`config.mk`:
```
export PLATFORM = sky130hd
export DESIGN_NAME = sild_top
export DESIGN_NICKNAME = d
export VERILOG_FILES = /design/src/core/sild_channel.v /design/src/core/sild_top.v
export VERILOG_INCLUDE_DIRS = /design/src /design/src/core
export SDC_FILE = /design/constraint.sdc
export NUM_CORES = 1
export LEC_CHECK = 0
export BUFFER_PORTS_ARGS = -buffer_cell sky130_fd_sc_hd__buf_4
export CAP_MARGIN = 20
export CELL_PAD_IN_SITES_DETAIL_PLACEMENT = 1
export CELL_PAD_IN_SITES_GLOBAL_PLACEMENT = 1
export CORE_MARGIN = 4
export CORE_UTILIZATION = 45
export CTS_CLUSTER_DIAMETER = 80
export DETAILED_ROUTE_END_ITERATION = 6
export GPL_TIMING_DRIVEN = 1
export PLACE_DENSITY_LB_ADDON = 0.1
export SYNTH_ARGS = -nofsm -noshare
export SYNTH_HDL_FRONTEND = slang
export SYNTH_SLANG_ARGS = --single-unit
```
`constraint.sdc`:
```
create_clock -name SYS_CLK -period 10.95 [get_ports SYS_CLK]
set_input_delay 0.5475 -clock SYS_CLK [delete_from_list [all_inputs] [get_ports SYS_CLK]]
set_output_delay 0.5475 -clock SYS_CLK [all_outputs]
set_load 0.005 [all_outputs]
```
`src/core/sild_map.vh`:
```
`ifndef SILD_MAP_VH
`define SILD_MAP_VH
// Indicator configuration register, MDIO address 20
`define SILD_CFG_ADDR         5'h14
`define SILD_CFG_RESET        16'h0422
`define SILD_FIRST_MSB        15
`define SILD_FIRST_LSB        12
`define SILD_SECOND_MSB       11
`define SILD_SECOND_LSB       8
`define SILD_THIRD_MSB        7
`define SILD_THIRD_LSB        4
`define SILD_DUR_MSB          3
`define SILD_DUR_LSB          2
`define SILD_STRETCH_EN_BIT   1
`define SILD_WRITE_MASK       16'hfffe
// Source select codes
`define SILD_SEL_SPEED        4'h0
`define SILD_SEL_TX           4'h1
`define SILD_SEL_RX           4'h2
`define SILD_SEL_COL          4'h3
`define SILD_SEL_LINK         4'h4
`define SILD_SEL_DUPLEX       4'h5
`define SILD_SEL_ACT          4'h7
`define SILD_SEL_ON           4'h8
`define SILD_SEL_OFF          4'h9
`define SILD_SEL_FAST         4'ha
`define SILD_SEL_SLOW         4'hb
`define SILD_SEL_LINK_RX      4'hc
`define SILD_SEL_LINK_ACT     4'hd
`define SILD_SEL_DUP_COL      4'he
// Timing, clock in kHz, times in ms
`define SILD_CLK_KHZ          25000
`define SILD_T30_MS           30
`define SILD_T60_MS           60
`define SILD_T100_MS          100
`define SILD_CYC30            (`SILD_T30_MS * `SILD_CLK_KHZ)
`define SILD_CYC60            (`SILD_T60_MS * `SILD_CLK_KHZ)
`define SILD_CYC100           (`SILD_T100_MS * `SILD_CLK_KHZ)
`define SILD_FAST_HALF_MS     50
`define SILD_SLOW_HALF_MS     250
`define SILD_CYC_FAST         (`SILD_FAST_HALF_MS * `SILD_CLK_KHZ)
`define SILD_CYC_SLOW         (`SILD_SLOW_HALF_MS * `SILD_CLK_KHZ)
`endif

```
`src/core/sild_channel.v`:
```
`timescale 1ns/1ps
`include "sild_map.vh"
module sild_channel #(
	parameter CW = 32
) (
	input  wire          clk,       // System clock
	input  wire          rst_n,     // Synchronised reset
	input  wire [3:0]    sel,       // Source select
	input  wire          stretch_en,// Global stretch enable
	input  wire [CW-1:0] hold_cyc,  // Stretch length in cycles
	input  wire          speed,     // 100 Mb/s
	input  wire          tx,        // Transmit event
	input  wire          rx,        // Receive event
	input  wire          col,       // Collision event
	input  wire          link,      // Link up
	input  wire          duplex,    // Full duplex
	input  wire          fast_blink,// Fast test pattern
	input  wire          slow_blink,// Slow test pattern
	output reg           led_q      // Indicator state, high is lit
);
	reg  [CW-1:0] cnt_q;
	reg           blink_q;
	reg           ev;
	reg           combined;
	reg           primary;
	wire          busy;
	reg           led_d;

	always @*
	begin
		ev       = 1'b0;
		combined = 1'b0;
		primary  = 1'b0;
		case (sel)
			`SILD_SEL_TX:       ev = tx;
			`SILD_SEL_RX:       ev = rx;
			`SILD_SEL_COL:      ev = col;
			`SILD_SEL_ACT:      ev = tx | rx;
			`SILD_SEL_LINK_RX:
			begin
				ev       = rx;
				combined = 1'b1;
				primary  = link;
			end
			`SILD_SEL_LINK_ACT:
			begin
				ev       = tx | rx;
				combined = 1'b1;
				primary  = link;
			end
			`SILD_SEL_DUP_COL:
			begin
				ev       = col;
				combined = 1'b1;
				primary  = duplex;
			end
			default:            ev = 1'b0;
		endcase
	end

	// Counter restarts on every event while stretch is enabled; combined modes ignore the enable
	always @(posedge clk or negedge rst_n)
	begin
		if (!rst_n)
			cnt_q <= {CW{1'b0}};
		else if (ev && (stretch_en || combined))
			cnt_q <= hold_cyc;
		else if (cnt_q != {CW{1'b0}})
			cnt_q <= cnt_q - {{(CW-1){1'b0}}, 1'b1};
	end
	assign busy = (cnt_q != {CW{1'b0}}) || ev;

	// Toggle at each window end, which steady traffic restarting the count never reaches;
	// also on a load that meets the last count, and then that window shows no change
	always @(posedge clk or negedge rst_n)
	begin
		if (!rst_n)
			blink_q <= 1'b0;
		else if (combined && cnt_q == {{(CW-1){1'b0}}, 1'b1})
			blink_q <= ~blink_q;
		else if (cnt_q == {CW{1'b0}})
			blink_q <= 1'b0;
	end

	always @*
	begin
		case (sel)
			`SILD_SEL_SPEED:    led_d = speed;
			`SILD_SEL_LINK:     led_d = link;
			`SILD_SEL_DUPLEX:   led_d = duplex;
			`SILD_SEL_TX, `SILD_SEL_RX, `SILD_SEL_COL, `SILD_SEL_ACT:
				led_d = stretch_en ? busy : ev;
			`SILD_SEL_ON:       led_d = 1'b1;
			`SILD_SEL_OFF:      led_d = 1'b0;
			`SILD_SEL_FAST:     led_d = fast_blink;
			`SILD_SEL_SLOW:     led_d = slow_blink;
			`SILD_SEL_LINK_RX, `SILD_SEL_LINK_ACT, `SILD_SEL_DUP_COL:
				led_d = busy ? (primary ^ ~blink_q) : primary;
			default:            led_d = 1'b0;
		endcase
	end

	always @(posedge clk or negedge rst_n)
	begin
		if (!rst_n)
			led_q <= 1'b0;
		else
			led_q <= led_d;
	end
endmodule

```
`src/core/sild_top.v`:
```
`timescale 1ns/1ps
`include "sild_map.vh"
module sild_top #(
	parameter CW        = 32,
	parameter CYC30     = `SILD_CYC30,
	parameter CYC60     = `SILD_CYC60,
	parameter CYC100    = `SILD_CYC100,
	parameter CYC_FAST  = `SILD_CYC_FAST,
	parameter CYC_SLOW  = `SILD_CYC_SLOW
) (
	input  wire        SYS_CLK,     // 25 MHz clock
	input  wire        ARST_N,      // Async reset, active low
	input  wire        REG_WE,      // Register write strobe
	input  wire [4:0]  REG_ADDR,    // Register address
	input  wire [15:0] REG_WDATA,   // Write data
	output reg  [15:0] REG_RDATA,   // Read data
	input  wire        SPEED_100,   // Speed status
	input  wire        TX_EVENT,    // Transmit activity
	input  wire        RX_EVENT,    // Receive activity
	input  wire        COL_EVENT,   // Collision
	input  wire        LINK_UP,     // Link status
	input  wire        FULL_DUPLEX, // Duplex status
	output wire [2:0]  LED_OUT      // Indicators 1..3, high is lit
);
	reg  [1:0]    rst_sync_q;
	wire          rst_n;
	reg  [15:0]   cfg_q;
	reg  [CW-1:0] fast_cnt_q;
	reg  [CW-1:0] slow_cnt_q;
	reg           fast_q;
	reg           slow_q;
	reg  [CW-1:0] hold_cyc;
	wire [3:0]    sel [0:2];

	////////////////////////////////////////////////////////////////////////
	always @(posedge SYS_CLK or negedge ARST_N)
	begin
		if (!ARST_N)
			rst_sync_q <= 2'h0;
		else
			rst_sync_q <= {rst_sync_q[0], 1'b1};
	end
	assign rst_n = rst_sync_q[1];

	////////////////////////////////////////////////////////////////////////
	// Bit 0 kept at zero so a careless write cannot disturb reads
	always @(posedge SYS_CLK or negedge rst_n)
	begin
		if (!rst_n)
			cfg_q <= `SILD_CFG_RESET;
		else if (REG_WE && REG_ADDR == `SILD_CFG_ADDR)
			cfg_q <= REG_WDATA & `SILD_WRITE_MASK;
	end

	always @(posedge SYS_CLK or negedge rst_n)
	begin
		if (!rst_n)
			REG_RDATA <= 16'h0000;
		else if (REG_ADDR == `SILD_CFG_ADDR)
			REG_RDATA <= cfg_q;
		else
			REG_RDATA <= 16'h0000;
	end

	// Reserved code 11 falls back to the shortest stretch
	always @*
	begin
		case (cfg_q[`SILD_DUR_MSB:`SILD_DUR_LSB])
			2'h1:    hold_cyc = CYC60[CW-1:0];
			2'h2:    hold_cyc = CYC100[CW-1:0];
			default: hold_cyc = CYC30[CW-1:0];
		endcase
	end

	////////////////////////////////////////////////////////////////////////
	always @(posedge SYS_CLK or negedge rst_n)
	begin
		if (!rst_n)
		begin
			fast_cnt_q <= {CW{1'b0}};
			slow_cnt_q <= {CW{1'b0}};
			fast_q     <= 1'b0;
			slow_q     <= 1'b0;
		end
		else
		begin
			if (fast_cnt_q >= CYC_FAST[CW-1:0] - {{(CW-1){1'b0}}, 1'b1})
			begin
				fast_cnt_q <= {CW{1'b0}};
				fast_q     <= ~fast_q;
			end
			else
				fast_cnt_q <= fast_cnt_q + {{(CW-1){1'b0}}, 1'b1};
			if (slow_cnt_q >= CYC_SLOW[CW-1:0] - {{(CW-1){1'b0}}, 1'b1})
			begin
				slow_cnt_q <= {CW{1'b0}};
				slow_q     <= ~slow_q;
			end
			else
				slow_cnt_q <= slow_cnt_q + {{(CW-1){1'b0}}, 1'b1};
		end
	end

	////////////////////////////////////////////////////////////////////////
	assign sel[0] = cfg_q[`SILD_FIRST_MSB:`SILD_FIRST_LSB];
	assign sel[1] = cfg_q[`SILD_SECOND_MSB:`SILD_SECOND_LSB];
	assign sel[2] = cfg_q[`SILD_THIRD_MSB:`SILD_THIRD_LSB];

	genvar gi;
	generate
		for (gi = 0; gi < 3; gi = gi + 1)
		begin : g_ch
			sild_channel #(
				.CW (CW)
			) u_ch (
				.clk        (SYS_CLK),
				.rst_n      (rst_n),
				.sel        (sel[gi]),
				.stretch_en (cfg_q[`SILD_STRETCH_EN_BIT]),
				.hold_cyc   (hold_cyc),
				.speed      (SPEED_100),
				.tx         (TX_EVENT),
				.rx         (RX_EVENT),
				.col        (COL_EVENT),
				.link       (LINK_UP),
				.duplex     (FULL_DUPLEX),
				.fast_blink (fast_q),
				.slow_blink (slow_q),
				.led_q      (LED_OUT[gi])
			);
		end
	endgenerate
endmodule

```
### Word-level counts from Yosys, hierarchy flattened

Index checks and enable logic that the tools add are counted.

| word-level totals | value |
|---|---|
| output and inout port bits | 19 |
| bits in registers | 201 |
| bits of input ports | 30 |
| word-level logic and storage cells | 154 |

| operators by class | value |
|---|---|
| add/subtract/negate cells | 5 |
| equal/unequal tests | 42 |
| order comparisons | 2 |
| multiplexer cells | 34 |
| bitwise operators | 9 |
| reductions and logical operators | 46 |

Operators with widths:

| kind | number |
|---|---|
| $mux W32 | 8 |
| $eq A32 B1 Y1 const B | 3 |
| $logic_not A32 Y1 | 3 |
| $reduce_bool A32 Y1 | 3 |
| $sub A32 B1 Y32 const B | 3 |
| $eq A4 B4 Y1 const B | 18 |
| $add A32 B1 Y32 const B | 2 |
| $pmux W22 S2 | 1 |
| $eq A4 B3 Y1 const B | 9 |
| $ge A32 B21 Y1 const B | 1 |
| $ge A32 B23 Y1 const B | 1 |
| $eq A4 B2 Y1 const B | 6 |
| $pmux W1 S8 | 3 |
| $reduce_or A2 Y1 | 12 |
| $mux W16 | 1 |
| $mux W1 | 15 |
| $eq A4 B1 Y1 const B | 3 |
| $logic_not A4 Y1 | 3 |
| $pmux W1 S4 | 3 |
| $reduce_bool A2 Y1 | 6 |
| $reduce_or A4 Y1 | 3 |
| $reduce_or A3 Y1 | 3 |
| $logic_and A1 B1 Y1 | 7 |
| $logic_or A1 B1 Y1 | 6 |
| 7 further kinds | 15 |

### Longest topological paths before layout

Gate-level depths: netlist (run 1).

| logic depth | value |
|---|---|
| depth in word-level cells | 6 |
| mapped depth | 10 |
| depth with buffers taken out | 8 |

### Hierarchy

A second synthesis (run 1) with hierarchy kept.

| second synthesis, totals | value |
|---|---|
| cell total of the unflattened synthesis | 1125 |
| area, all modules | 10767.8 um^2 |

By module, submodules not included:

| module | times used | seq. area each (um^2) | area each (um^2) | cells an instance |
|---|---|---|---|---|
| sild_channel | 3 | 850.8 | 2260.9 | 263 |
| sild_top | 1 | 2456.1 | 3985.1 | 336 |

### Worst setup path after synthesis (run 1)

Ideal clock, no wire load.

| timing path | value |
|---|---|
| kind | register -> register |
| start | reg g_ch[2].u_ch.cnt_q[27] |
| end | reg g_ch[2].u_ch.led_q |
| stages on the path, launching flop included | 8 |
| clock period less this slack | 2796 ps |
| path slack | 8154 ps |
| required time | 10812 ps |
| library setup time | 138 ps |
| buffers on the path | 1 |
| arrival | 2657 ps |
| path through | dfrtp_1 > or4_4 > or4_4 > or4_4 > buf_6 > nand3_2 > o211ai_1 > or4_1 |

| between the ends | value |
|---|---|
| cells in the longest elaborated chain, start to end | 4 |
| elaborated cells on any way between the ends | 5 |
| classes of those cells | 3 x mux; 2 x reduce/logical |

Ends and longest elaborated chain:

| what | line | source |
|---|---|---|
| start: declaration | sild_channel.v:21 | `reg [CW-1:0] cnt_q;` |
| start signal: assignment | sild_channel.v:65 | `cnt_q <= {CW{1'b0}};` |
| start signal: assignment | sild_channel.v:67 | `cnt_q <= hold_cyc;` |
| start signal: assignment | sild_channel.v:69 | `cnt_q <= cnt_q - {{(CW-1){1'b0}}, 1'b1};` |
| $reduce_bool A32 Y1 (*) | sild_channel.v:71 | `assign busy = (cnt_q != {CW{1'b0}}) \|\| ev;` |
| $logic_or A1 B1 Y1 (*) | sild_channel.v:71 |  |
| $mux W1 (on tied branches) | sild_channel.v:98, sild_channel.v:92 |  |
| $pmux W1 S8 (*) | sild_channel.v:87 | `case (sel)` |
| net g_ch[2].u_ch.led_d | sild_channel.v:27 | `reg led_d;` |
| end signal: assignment | sild_channel.v:108 | `led_q <= led_d;` |
| end: declaration | sild_channel.v:19 | `output reg led_q` |

The timed path passes the listed nets; every way through them passes the cells marked *.
A chain may end at the register's enable or synchronous reset.

### Worst setup path in the final report (run 1)

| timing path | value |
|---|---|
| start | reg g_ch[0].u_ch.cnt_q[16] |
| end | reg g_ch[0].u_ch.cnt_q[6] |

| between the ends | value |
|---|---|
| cells in the longest elaborated chain, start to end | 2 |

Ends and longest elaborated chain:

| what | line | source |
|---|---|---|
| start: declaration | sild_channel.v:21 |  |
| start signal: assignment | sild_channel.v:65 |  |
| start signal: assignment | sild_channel.v:67 |  |
| start signal: assignment | sild_channel.v:69 |  |
| $reduce_bool A32 Y1 | sild_channel.v:68 | `else if (cnt_q != {CW{1'b0}})` |
| $reduce_bool A2 Y1 (no line) | n/a |  |

Every way passes these cells.

==> metrics list, run 1 <==
- The routed design uses 448 um of met3 wire.
* Required time at the endpoint of the critical path: 11.25 ns
- The mapped netlist covers 0.0100 sq mm.
- At the end of routability-driven placement, the weighted congestion stood at 0.807.
- The first global-routing pass estimated 40,100 um of wire.
- Number of endpoints with negative hold slack in the final report: 0
* All-layer global routing usage: 0.200
* Area added between synthesis and finish: 12.6%
- During synthesis, Yosys emitted a total of 0 warnings.
- DR vias: 7,587
- Traced cell by cell, the critical path runs through or4_1 -> nor4_1 -> nand4_1 -> nand2_1 -> o21ai_0.
- The critical path in this run is classified as reg2reg.
* Worst setup startpoint: g_ch[0].u_ch.cnt_q[16]
- First-pass DRT Iterations: 4
- The worst register-to-register path begins at g_ch[0].u_ch.cnt_q[16].
- Minimum clock period after layout: 3.51 ns
- Kind of end point of the critical path: flop
- From left edge to right edge, the die measures 157 um.
* Length of routed met2 wiring: 11,900 um
- Dividing total power by cell area gives a power density of 206 mW/mm^2.
* Tightest Pin Transition: 0.997 ns
- Synthesis produced 1,027 cells.
- Max VDD drop: 0.0000899 V
- In the final routed layout, each cell accounts on average for 17.3 um.
- The die is 157 um tall.
- Of the total power, combinational logic draws 0.239.
- Critical path data arrival time: 3.81 ns
- Synthesis instantiated 60 different standard cells from the library.
* Finish-stage setup viols: 0
* TritonCTS clock tree: built
- Slew headroom: 0.334
- Clk_skew: 0.0123 ns
- Most common cell after layout, fill and taps aside: sky130_fd_sc_hd__dfrtp_1
* DR iter-0 viols: 307
- The number of global-route vias before repair is 7,852.
* Total inserted antenna cells: 0
* Detailed placement HPWL: 16,200 um
* Tightest Hold Check Type: in2reg
- The worst setup path is launched from a flop.
* Clk pin slew, worst setup/hold paths: 0.08 ns
- Postcts setup bufs: 0
- Initial standard-cell utilization of the core: 0.458
- Top achievable clock speed: 285 MHz
- In this run the mean area of a mapped cell was 9.73 sq um.
- Count of final max-slew check failures: 0
- Detailed-route wire length: 23,800 um
* Count of instances resized after the clock tree is built: 0
* Maximum buffer depth of the clock tree: 2
- The share of total power dissipated in sequential elements is 0.487.
- In the routed design, unresolved DRC markers number 0.
- Setup repair after global routing left no endpoint under its margin.
* Detail Route Antenna Nets: 0
- Leading cell types in the layout, fill and taps excluded: 196 x sky130_fd_sc_hd__dfrtp_1, 146 x sky130_fd_sc_hd__nor2_1, 75 x sky130_fd_sc_hd__xor2_1
- In this run the number of H-tree levels came out at 4.
- Status: finished clean
- Clock root buffer: sky130_fd_sc_hd__clkbuf_16
- For this design the total switching power over the nets is 0.814 mW.
- Number of enable flip-flop cells after synthesis: 0
* Number of nets in the finished design: 1,124
- After global routing the overflow that remains totals 0.
- Hold Path Origin: REG_WDATA[13]
- Port buffer count: 46
* Flip-flop and latch count after synthesis: 200
- Clock network fraction of total power: 0.274
* Crit path max fanout: 17
* Cell count after placement: 1,339
* Dominant cells by area after synthesis: sky130_fd_sc_hd__dfrtp_1 49%, sky130_fd_sc_hd__xor2_1 6.6%, sky130_fd_sc_hd__nor2_1 5.5%, sky130_fd_sc_hd__xnor2_1 4.5%, sky130_fd_sc_hd__nand2_1 2.7%
- Dividing the detail-routed via count by the number of cells gives 5.53.
- Clock latency on the worst-skew pair, taken at its later pin, is 0.44 ns.
- Critical-path cell with the highest stage delay: sky130_fd_sc_hd__nand4_1
- For this run, asynchronously set or reset flops after synthesis account for 1.00.
- Max-cap violations in this run came to 0.
- Sum of negative setup slack: 0 ns
- The number of antenna violations at the first check in global routing came to 0.
* Share of the synthesized area in the top cell type: 0.493
- In the final layout, the share of cells above drive strength 1 is 0.112.
- Area of the core: 0.0218 sq mm
- Main synth FF type: sky130_fd_sc_hd__dfrtp_1
- P_int: 1.50 mW
- Signal routing reaches up to met4.
* Leakage power figure: 4.57 nW
- Largest net degree at the start of global routing: 75
- Clock sink total: 200
- Counting the buffers created by CTS gives 17.
* Largest area contributor in the synthesized netlist: sky130_fd_sc_hd__dfrtp_1
* Portion of the post-synthesis area used by sequential elements: 0.501
- Of the total power, the share spent switching nets is 0.351.
* Number of buffer and inverter stages on the critical path: 0
* Met1 Wirelength: 11,100 um
* Die area: 0.0247 sq mm
- In this design, the stage delay of the slowest critical-path cell is 0.86 ns.
- Crit-path leading delay family: simple AND/OR/NAND/NOR gates
- Row generation in the floorplan step produced 54 rows.
- Fraction of the cycle the final worst path needs: 0.321
- Total power draw: 2.32 mW
- Post-route insts no fill: 1,372
- 49 I/O pins were placed.
==> registers in the layout (all words and copies together), names as in the netlist <==
signal / flops
cfg_q: 15
slow_q: 1
g_ch.u_ch.led_q: 3
REG_RDATA: 15
g_ch.u_ch.cnt_q: 96
fast_q: 1
rst_sync_q: 2
fast_cnt_q: 32
slow_cnt_q: 32
g_ch.u_ch.blink_q: 3
==> per-stage QoR <==
stage          instance area (sq um)  utilization  hold slack (ns)  setup slack [ns]
2_1_floorplan                  10100            -            0.252              4.97
3_3_place_gp                   10700        0.488            0.332              7.63
3_5_place_dp                   10700        0.488            0.333              7.55
4_1_cts                        11300        0.516            0.323              7.46
5_1_grt                        11300        0.516            0.323              7.23
6_report                       11300        0.516            0.335              7.44
==> logic make-up (layout without fill, tap and decap cells) <==
kind of cell | Yosys count | in the layout | share of synthesized area
flops | 200 | 200 | 0.501
xor+xnor | 126 | 126 | 0.110
simple gates | 482 | 482 | 0.247
fa+ha+maj | 17 | 17 | 0.0208
buf+inv | 63 | 108 | 0.0260
other cells | 2 | 22 | 0.000751
mux | 21 | 21 | 0.0230
compound gates | 116 | 116 | 0.0715
==> cell usage after synthesis (all sizes together) (6+ instances only) <==
library cell and number:
inv 21, or2 7, nand4 33, nor2 147, or3 13, and3 16
nand2 73, nor2b 7, clkbuf 37, dfrtp 197, or4 15, mux2 16
nor3 39, xnor2 51, a31oi 9, ha 15, a21oi 32, xor2 75
and2 21, o21ai 34, nor4 34, nand3 43, nor3b 8, a211oi 6
==> routing by layer <==
metal	track usage	vias up
met5	0	-
met4	0.0528	0
met3	0.0283	22
met2	0.343	78
met1	0.267	3816
li1	-	3671
==> power by group through the flow <==
| stage | combinational [mW] | sequential, mW | clock, mW |
|---|---|---|---|
| after global routing | 0.630 | 1.16 | 0.685 |
| final | 0.553 | 1.13 | 0.636 |
| after CTS | 0.559 | 1.13 | 0.654 |
| after floorplan | 0.452 | 1.07 | 0 |
| after detailed placement | 0.550 | 1.13 | 0 |
| after global placement | 0.530 | 1.13 | 0 |
==> final timing paths <==
path	end	slack, ns	depth (start not counted)
max in group asynchronous	g_ch[2].u_ch.cnt_q[11]	9.14	1
worst max-delay path	g_ch[0].u_ch.cnt_q[6]	7.44	5
min in group asynchronous	cfg_q[14]	0.38	0
worst min register to register	rst_sync_q[1]	0.36	0
worst min-delay path	cfg_q[13]	0.34	2
worst max register to register	g_ch[0].u_ch.cnt_q[6]	7.44	5
==> what timing repair did <==
item / in CTS / in global routing
hold buffers: 1 / 0
setup endpoints to repair: 0 / 0
hold endpoints to repair: 2 / 0
==> cell type report <==
cell class | count | area, sq um
inverter | 21 | 78.8
tap | 280 | 350
multi-input combinational | 784 | 4810
sequential | 200 | 5010
timing repair buffer | 55 | 415
fill | 2470 | 10600
clock inverter | 14 | 160
clock buffer | 18 | 429
==> worst register-to-register path, stage by stage (launching register included) <==
cell and delay [ns]:
sky130_fd_sc_hd__dfrtp_1 0.43, sky130_fd_sc_hd__or4_1 0.66, sky130_fd_sc_hd__nor4_1 0.75, sky130_fd_sc_hd__nand4_1 0.86
sky130_fd_sc_hd__nand2_1 0.52, sky130_fd_sc_hd__o21ai_0 0.16
Power figures use the tool's default switching activity.
==> run 2: changes to the inputs <==
==> constraint.sdc (replaced) <==
create_clock -name SYS_CLK -period 3.45 [get_ports SYS_CLK]
set_input_delay 0.1725 -clock SYS_CLK [delete_from_list [all_inputs] [get_ports SYS_CLK]]
set_output_delay 0.1725 -clock SYS_CLK [all_outputs]
set_load 0.005 [all_outputs]
==> metrics list, run 2 (synthesized netlist as in run 1, its figures left out) <==
- After global routing the overflow that remains totals 0.
* Global-route wire length before repair: 41,300 um
* Count of final max-slew check failures: 0
- For this block, the via count after detailed routing is 7,710.
- Maximum buffer depth of the clock tree: 2
* Clk pin slew, worst setup/hold paths: 0.08 ns
* Number of buffer and inverter stages on the critical path: 0
- Counting flops per register, the top entry is g_ch.u_ch.cnt_q.
- Max reg flops: 96
- Input and output buffers added on the ports amount to 46.
- The top cell types in the final layout, fill and taps aside, are 196 x sky130_fd_sc_hd__dfrtp_1, 147 x sky130_fd_sc_hd__nor2_1, 75 x sky130_fd_sc_hd__xor2_1.
- Slew headroom: 0.414
* Cell count after placement: 1,355
- Area added between synthesis and finish: 15.3%
- Entering global routing, the biggest net connects 62 pins.
* Initial antenna violation count: 0
- Critical path data arrival time: 3.21 ns
* Fraction of the cycle the final worst path needs: 0.843
- The routed design has 24,500 um of wire.
- The core region is 0.0218 sq mm.
- For this run, the share of the core covered by cells in the final layout is 0.528.
- The die is 157 um tall.
* Post-route insts no fill: 1,403
- Across the routed clock network, the largest skew measured is 0.0151 ns.
- Crit path max fanout: 7
- In this run the core area contains 54 standard-cell rows.
- Setup violations remaining at the end of the flow were counted as 0.
- Setup repair after global routing left no endpoint under its margin.
- Part of the total power dissipated in sequential elements: 0.488
- Summed over all nets, the switching power comes to 2.62 mW.
- In the final routed layout, each cell accounts on average for 17.4 um.
* Critical path depth in cells: 6
- Final non-filler cell area: 0.0115 sq mm
- Cell Pwr Density: 637 mW/mm^2
- Detail Route Antenna Nets: 0
- The run finished with clean final reports.
- Most frequent cell on the critical path: sky130_fd_sc_hd__or4_1
- The repair_antennas step left the layout with diodes totalling 0.
- Delay of the slowest cell on the worst path: 0.64 ns
* Kind of end point of the critical path: flop
- CTS saw 200 sinks.
- Of the total power, the share spent switching nets is 0.357.
- Critical path startpoint category: flop
- Tightest Hold Check Type: in2async
- Detailed placement HPWL: 17,000 um
* Crit-path leading delay family: simple AND/OR/NAND/NOR gates
- Fill cells: 2,461
* CTS H-Tree Depth: 4
- For the pin with the worst max-slew slack, the measured transition is 0.875 ns.
- Later-pin clock latency in the skew report: 0.45 ns
- Minimum clock period after layout: 2.91 ns
- Most common cell after layout, fill and taps aside: sky130_fd_sc_hd__dfrtp_1
- The floorplan step defined a die boundary enclosing 0.0247 sq mm.
* First-pass DRT Iterations: 4
- After detailed routing, the number of remaining DRC violations is 0.
- Largest registers in the final layout: g_ch.u_ch.cnt_q: 96 flops, fast_cnt_q: 32 flops, slow_cnt_q: 32 flops
- The net count of the finished layout is 1,155.
- Leakage power figure: 4.72 nW
* Number of endpoints with negative hold slack in the final report: 0
- Horiz. Die Dim: 157 um
- Across the run, the number of max-cap violations was 0.
- The share of total power dissipated in the clock network is 0.271.
- R2R cell count: 6
* Post-detailed-route via-to-cell ratio: 5.50
- Number of primary I/O pins: 49
* Sum of negative setup slack: 0 ns
- Required time at the endpoint of the critical path: 3.75 ns
* TritonCTS clock tree: built
* Weighted congestion at the end of routability-driven global placement: 0.816
- Top achievable clock speed: 344 MHz
- In this run, the number of DRC markers left after iteration 0 of detailed routing was 329.
- The worst setup path is of the reg2reg kind.
- IR analysis of the VDD net gives a maximum drop of 0.000255 V.
* Share of post-route cells with drive strength above 1: 0.122
- In the global route stage, overall resource usage came out at 0.208.
- Initial standard-cell utilization of the core: 0.458
- Critical-path cell with the highest stage delay: sky130_fd_sc_hd__or4_1
* Crit path cell chain: or4_1 -> or4_1 -> nor4_2 -> a21oi_1 -> a2111oi_0 -> o21ai_1
* Clock root buffer: sky130_fd_sc_hd__clkbuf_16
* Total CTS buffers: 17
- Gate power share: 0.241
- Internal power comes to 4.73 mW.
- Area of placed instances: 0.0108 sq mm
- Vias in the first global route: 8,161
==> run 2: cell types whose count changed in the layout (fill, tap and decap cells not counted), sizes merged <==
| cell | before | now |
|---|---|---|
| inv | 27 | 29 |
| buf | 54 | 70 |
| clkinvlp | 3 | 0 |
| dlygate4sd3 | 1 | 16 |
| clkinv | 4 | 6 |
| bufinv | 1 | 0 |
==> run 2: power by group through the flow <==
| stage | clock network, mW | registers, mW | logic (mW) |
|---|---|---|---|
| floorplan | 0 | 3.40 | 1.43 |
| global placement | 0 | 3.59 | 1.70 |
| detailed placement | 0 | 3.61 | 1.77 |
| CTS | 2.04 | 3.58 | 1.79 |
| global route | 2.13 | 3.68 | 2.02 |
| finish | 1.99 | 3.58 | 1.77 |
==> run 2: area by class of cell <==
type / count / area (sq um) / area share
clock buffers: 18 / 429 / 0.0372
clock inverters: 14 / 153 / 0.0132
inverters: 21 / 78.8 / 0.00684
multi-input cells: 784 / 4810 / 0.417
flip-flops and latches: 200 / 5010 / 0.435
well taps: 280 / 350 / 0.0304
repair buffers: 86 / 698 / 0.0605
==> run 2: per-stage QoR <==
step                      total power, mW  hold WS [ns]  worst slack [ns]
after CTS                            7.42        0.0291             0.563
after detailed placement             5.38       -0.0407             0.602
after global placement               5.29       -0.0441             0.636
after global routing                 7.84        0.0374             0.365
final                                7.35        0.0401             0.540
after floorplan                      4.83        -0.123             0.158
==> run 2: final timing paths <==
kind                                       start                endpoint  slack (ns)
min reg2reg                        rst_sync_q[0]           rst_sync_q[1]        0.36
max reg2reg                g_ch[1].u_ch.cnt_q[9]      g_ch[1].u_ch.led_q        0.54
min                                       ARST_N           rst_sync_q[1]        0.04
max in group asynchronous          rst_sync_q[1]  g_ch[2].u_ch.cnt_q[12]        2.03
min in group SYS_CLK                 REG_ADDR[3]            REG_RDATA[8]        0.09
max                        g_ch[1].u_ch.cnt_q[9]      g_ch[1].u_ch.led_q        0.54
==> run 2: routing by layer <==
metal | GRT usage | wire [um]
met5 | 0 | 0
met1 | 0.271 | 11400
met2 | 0.358 | 12200
met4 | 0.0602 | 443
met3 | 0.0344 | 522
==> run 2: what timing repair did <==
action | CTS | global route
hold endpoints to repair | 17 | 0
setup endpoints to repair | 0 | 0
hold buffers | 16 | 0
buffers inserted | 0 | 0
gates resized for setup | 0 | 0
==> run 3: changes to the inputs <==
--- a/config.mk
+++ b/config.mk
@@ -6,12 +6,13 @@
 export SDC_FILE = /design/constraint.sdc
 export NUM_CORES = 1
 export LEC_CHECK = 0
+export ABC_AREA = 1
 export BUFFER_PORTS_ARGS = -buffer_cell sky130_fd_sc_hd__buf_4
 export CAP_MARGIN = 20
 export CELL_PAD_IN_SITES_DETAIL_PLACEMENT = 1
 export CELL_PAD_IN_SITES_GLOBAL_PLACEMENT = 1
 export CORE_MARGIN = 4
-export CORE_UTILIZATION = 45
+export CORE_UTILIZATION = 42
 export CTS_CLUSTER_DIAMETER = 80
 export DETAILED_ROUTE_END_ITERATION = 6
 export GPL_TIMING_DRIVEN = 1
==> constraint.sdc (replaced) <==
create_clock -name SYS_CLK -period 2.55 [get_ports SYS_CLK]
set_input_delay 0.1275 -clock SYS_CLK [delete_from_list [all_inputs] [get_ports SYS_CLK]]
set_output_delay 0.1275 -clock SYS_CLK [all_outputs]
set_load 0.005 [all_outputs]
==> metrics list, run 3 <==
- The number of antenna violations at the first check in global routing was 0.
* Adder-cell area share of the yosys netlist: 0.0168
* Part of the total power dissipated in sequential elements: 0.426
* Critical path startpoint category: flop
* Most flop-heavy register: g_ch.u_ch.cnt_q
- All-layer global routing usage: 0.228
- Number of nets in the finished design: 1,634
- The area fraction in compound gates after synthesis came to 0.0425.
* Critical path data arrival time: 2.63 ns
* TritonCTS clock tree: built
- Entering global routing, the biggest net connects 53 pins.
- Clock network fraction of total power: 0.279
- Portion of the post-synthesis area used by sequential elements: 0.448
- Counting every instance in the synthesized netlist gives 1,494.
- Delay of the slowest cell on the worst path: 0.42 ns
- Later-pin clock latency in the skew report: 0.45 ns
- Tightest Hold Check Type: in2reg
- Sum of negative setup slack: 0 ns
* Cells on Worst Hold Path: 5
* Crit path cell chain: nor2_1 -> nand2_1 -> nor2_1 -> nand2_1 -> nor2_1 -> inv_1 -> nor2_4 -> nand2_1 -> nand2_1
- Total inserted antenna cells: 0
- Of the total power, combinational logic draws 0.295.
- The number of global-route vias before repair is 10,400.
- Finish-stage setup viols: 0
- Measured against its own limit, the worst slew margin works out to 0.527.
* Area of the core: 0.0261 sq mm
- Number of enable flip-flop cells after synthesis: 0
- After detailed routing, the total wire length is 31,600 um.
* Congestion Overflow GR: 0
- STA puts the critical path data required time at 2.93 ns.
- Routability-driven placement finished with a final weighted congestion of 0.857.
- After layout, the design draws a total of 10.0 mW.
- Max-cap check violation count: 0
* Most frequent cell on the critical path: sky130_fd_sc_hd__nand2_1
- Fraction of synthesized cell area in xor and xnor cells: 0.0737
- Detail Route Antenna Nets: 0
* Die height: 171 um
* Proportion of synthesized flip-flops having asynchronous set or reset: 1.00
- Post-synthesis area per instance: 7.48 sq um
- Clk_skew: 0.0155 ns
* Maximum buffer depth of the clock tree: 2
* Number of distinct library cell variants in the gate-level netlist after synthesis: 41
- The flow ran to the end, and the final reports show no timing, DRC or antenna violations.
- Leaving out fill and tap cells, the most frequent cell in the layout is sky130_fd_sc_hd__nand2_1.
- Tightest Pin Transition: 0.709 ns
- Share of post-route cells with drive strength above 1: 0.0943
* Dominant cells by area after synthesis: sky130_fd_sc_hd__dfrtp_1 44%, sky130_fd_sc_hd__nand2_1 13%, sky130_fd_sc_hd__nor2_1 11%, sky130_fd_sc_hd__inv_1 4.7%, sky130_fd_sc_hd__xor2_1 4.1%
* Main synth FF type: sky130_fd_sc_hd__dfrtp_1
- Fill cells: 3,318
- Critical-path cell with the highest stage delay: sky130_fd_sc_hd__dfrtp_1
- Clock sink total: 200
- In this run the worst path has a maximum fanout of 13.
- Summed over all cells, the static leakage comes to 6.17 nW.
- Counting the buffers created by CTS gives 17.
- Main combinational cell family by area after synthesis: simple AND/OR/NAND/NOR gates
- Share of the synthesized area in the top cell type: 0.441
* Worst setup path category: reg2reg
- Minimum clock period after layout: 2.25 ns
- Net Sw Frac: 0.392
* Initial standard-cell utilization of the core: 0.427
* Count of final max-slew check failures: 0
* P_int: 6.11 mW
* Number of DRC violations after detailed routing: 0
- Top cells by instance count after synthesis: 383 x sky130_fd_sc_hd__nand2_1, 332 x sky130_fd_sc_hd__nor2_1, 197 x sky130_fd_sc_hd__dfrtp_1
- The cell sitting at the root of the clock tree is a sky130_fd_sc_hd__clkbuf_16.
* Area added between synthesis and finish: 14.7%
* Worst-case hold slack: 0.0891 ns
* Largest registers in the final layout: g_ch.u_ch.cnt_q: 96 flops, fast_cnt_q: 32 flops, slow_cnt_q: 32 flops
* Mux contribution to synthesized area: 0
* Cell Pwr Density: 784 mW/mm^2
- Setup repair after global routing left no endpoint under its margin.
- Detailed placement ended at an HPWL of 23,800 um.
- The number of setup buffers added after CTS is 0.
- Clk pin slew, worst setup/hold paths: 0.08 ns
- The worst-case IR drop observed on VDD is 0.000410 V.
- In the post-synthesis netlist, the cell with the most instances is sky130_fd_sc_hd__nand2_1.
- Std cell rows: 59
- The die covers 0.0293 sq mm.
- CTS H-Tree Depth: 4
- Post-DR wirelength/cell: 16.3 um
- Flip-flop and latch count after synthesis: 200
* Kind of end point of the critical path: flop
- DR vias: 9,812
* Largest area contributor in the synthesized netlist: sky130_fd_sc_hd__dfrtp_1
* Port buffer count: 46
- Measured along the x axis, the die boundary spans 171 um.
- For this design the total switching power over the nets is 3.94 mW.
* First-pass DRT Iterations: 5
- Fraction of the cycle the final worst path needs: 0.882
* Area share of and/or/nand/nor cells after synthesis: 0.355
- Derived from the worst setup path, the maximum achievable clock frequency is 444 MHz.
- Syn. warnings: 0
- Number of primary I/O pins: 49
- R2R cell count: 9
* DR iter-0 viols: 451
- Post-detailed-route via-to-cell ratio: 5.07
- The register with the most flip-flops in the layout has 96 of them.
- Count of instances resized after the clock tree is built: 0
* Total standard cell area after synthesis: 0.0112 sq mm
* Leading cell types in the layout, fill and taps excluded: 383 x sky130_fd_sc_hd__nand2_1, 332 x sky130_fd_sc_hd__nor2_1, 196 x sky130_fd_sc_hd__dfrtp_1
* Number of endpoints with negative hold slack in the final report: 0
* Global-route wire length before repair: 53,400 um
- Buffers inserted to repair hold after CTS numbered 17.
## run 3: worst paths after layout
kind | from | end | slack (ns)
min in group asynchronous | rst_sync_q[1] | fast_cnt_q[5] | 0.34
max in group asynchronous | rst_sync_q[1] | cfg_q[10] | 1.45
min | SPEED_100 | g_ch[1].u_ch.led_q | 0.09
min reg2reg | rst_sync_q[1] | fast_cnt_q[5] | 0.34
max reg2reg | g_ch[2].u_ch.cnt_q[7] | g_ch[2].u_ch.cnt_q[0] | 0.30
max | g_ch[2].u_ch.cnt_q[7] | g_ch[2].u_ch.cnt_q[0] | 0.30
## run 3: routing by layer
layer,vias to the layer above,share of wire,track usage
met4,0,0.015,0.0506
li1,4841,-,-
met3,36,0.030,0.0296
met2,117,0.47,0.378
met5,-,0,0
met1,4818,0.48,0.321
## run 3: worst max-delay path, delay by kind of cell (launching register included)
family / cells / cell delay, ns
simple gates: 8 / 1.53
flops: 1 / 0.42
buf+inv: 1 / 0.24
## run 3: logic make-up (layout without fill, tap and decap cells)
family                     after synthesis  after routing
adders and majority gates               15             15
DFF                                    200            200
and+or+nand+nor                        926            926
other                                    2             22
xor gates and xnor gates                94             94
buffers and inverters                  171            259
AOI/OAI and AO/OA                       86             86
## run 3: final cells by class
cell class / count / area [sq um] / area share
flip-flops and latches: 200 / 5010 / 0.391
multi-input cells: 1143 / 5530 / 0.432
well taps: 335 / 419 / 0.0327
clock buffers: 17 / 425 / 0.0332
inverters: 147 / 552 / 0.0431
clock inverters: 15 / 176 / 0.0138
repair buffers: 80 / 693 / 0.0541
## run 3: stage by stage
step	setup slack (ns)	std cells	util	area, sq um
after floorplan	0.511	1514	-	11200
after global placement	0.461	1888	0.461	12000
after detailed placement	0.332	1888	0.461	12000
after CTS	0.299	1937	0.490	12800
after global routing	0.109	1937	0.490	12800
final	0.300	1937	0.490	12800
## run 3: power by group through the flow
| stage | Combinational [mW] | Clock, mW | Sequential (mW) |
|---|---|---|---|
| global placement | 2.84 | 0 | 4.30 |
| floorplan | 2.21 | 0 | 4.17 |
| finish | 2.96 | 2.81 | 4.28 |
| detailed placement | 2.93 | 0 | 4.32 |
| CTS | 2.98 | 2.88 | 4.28 |
| global route | 3.41 | 3.00 | 4.35 |
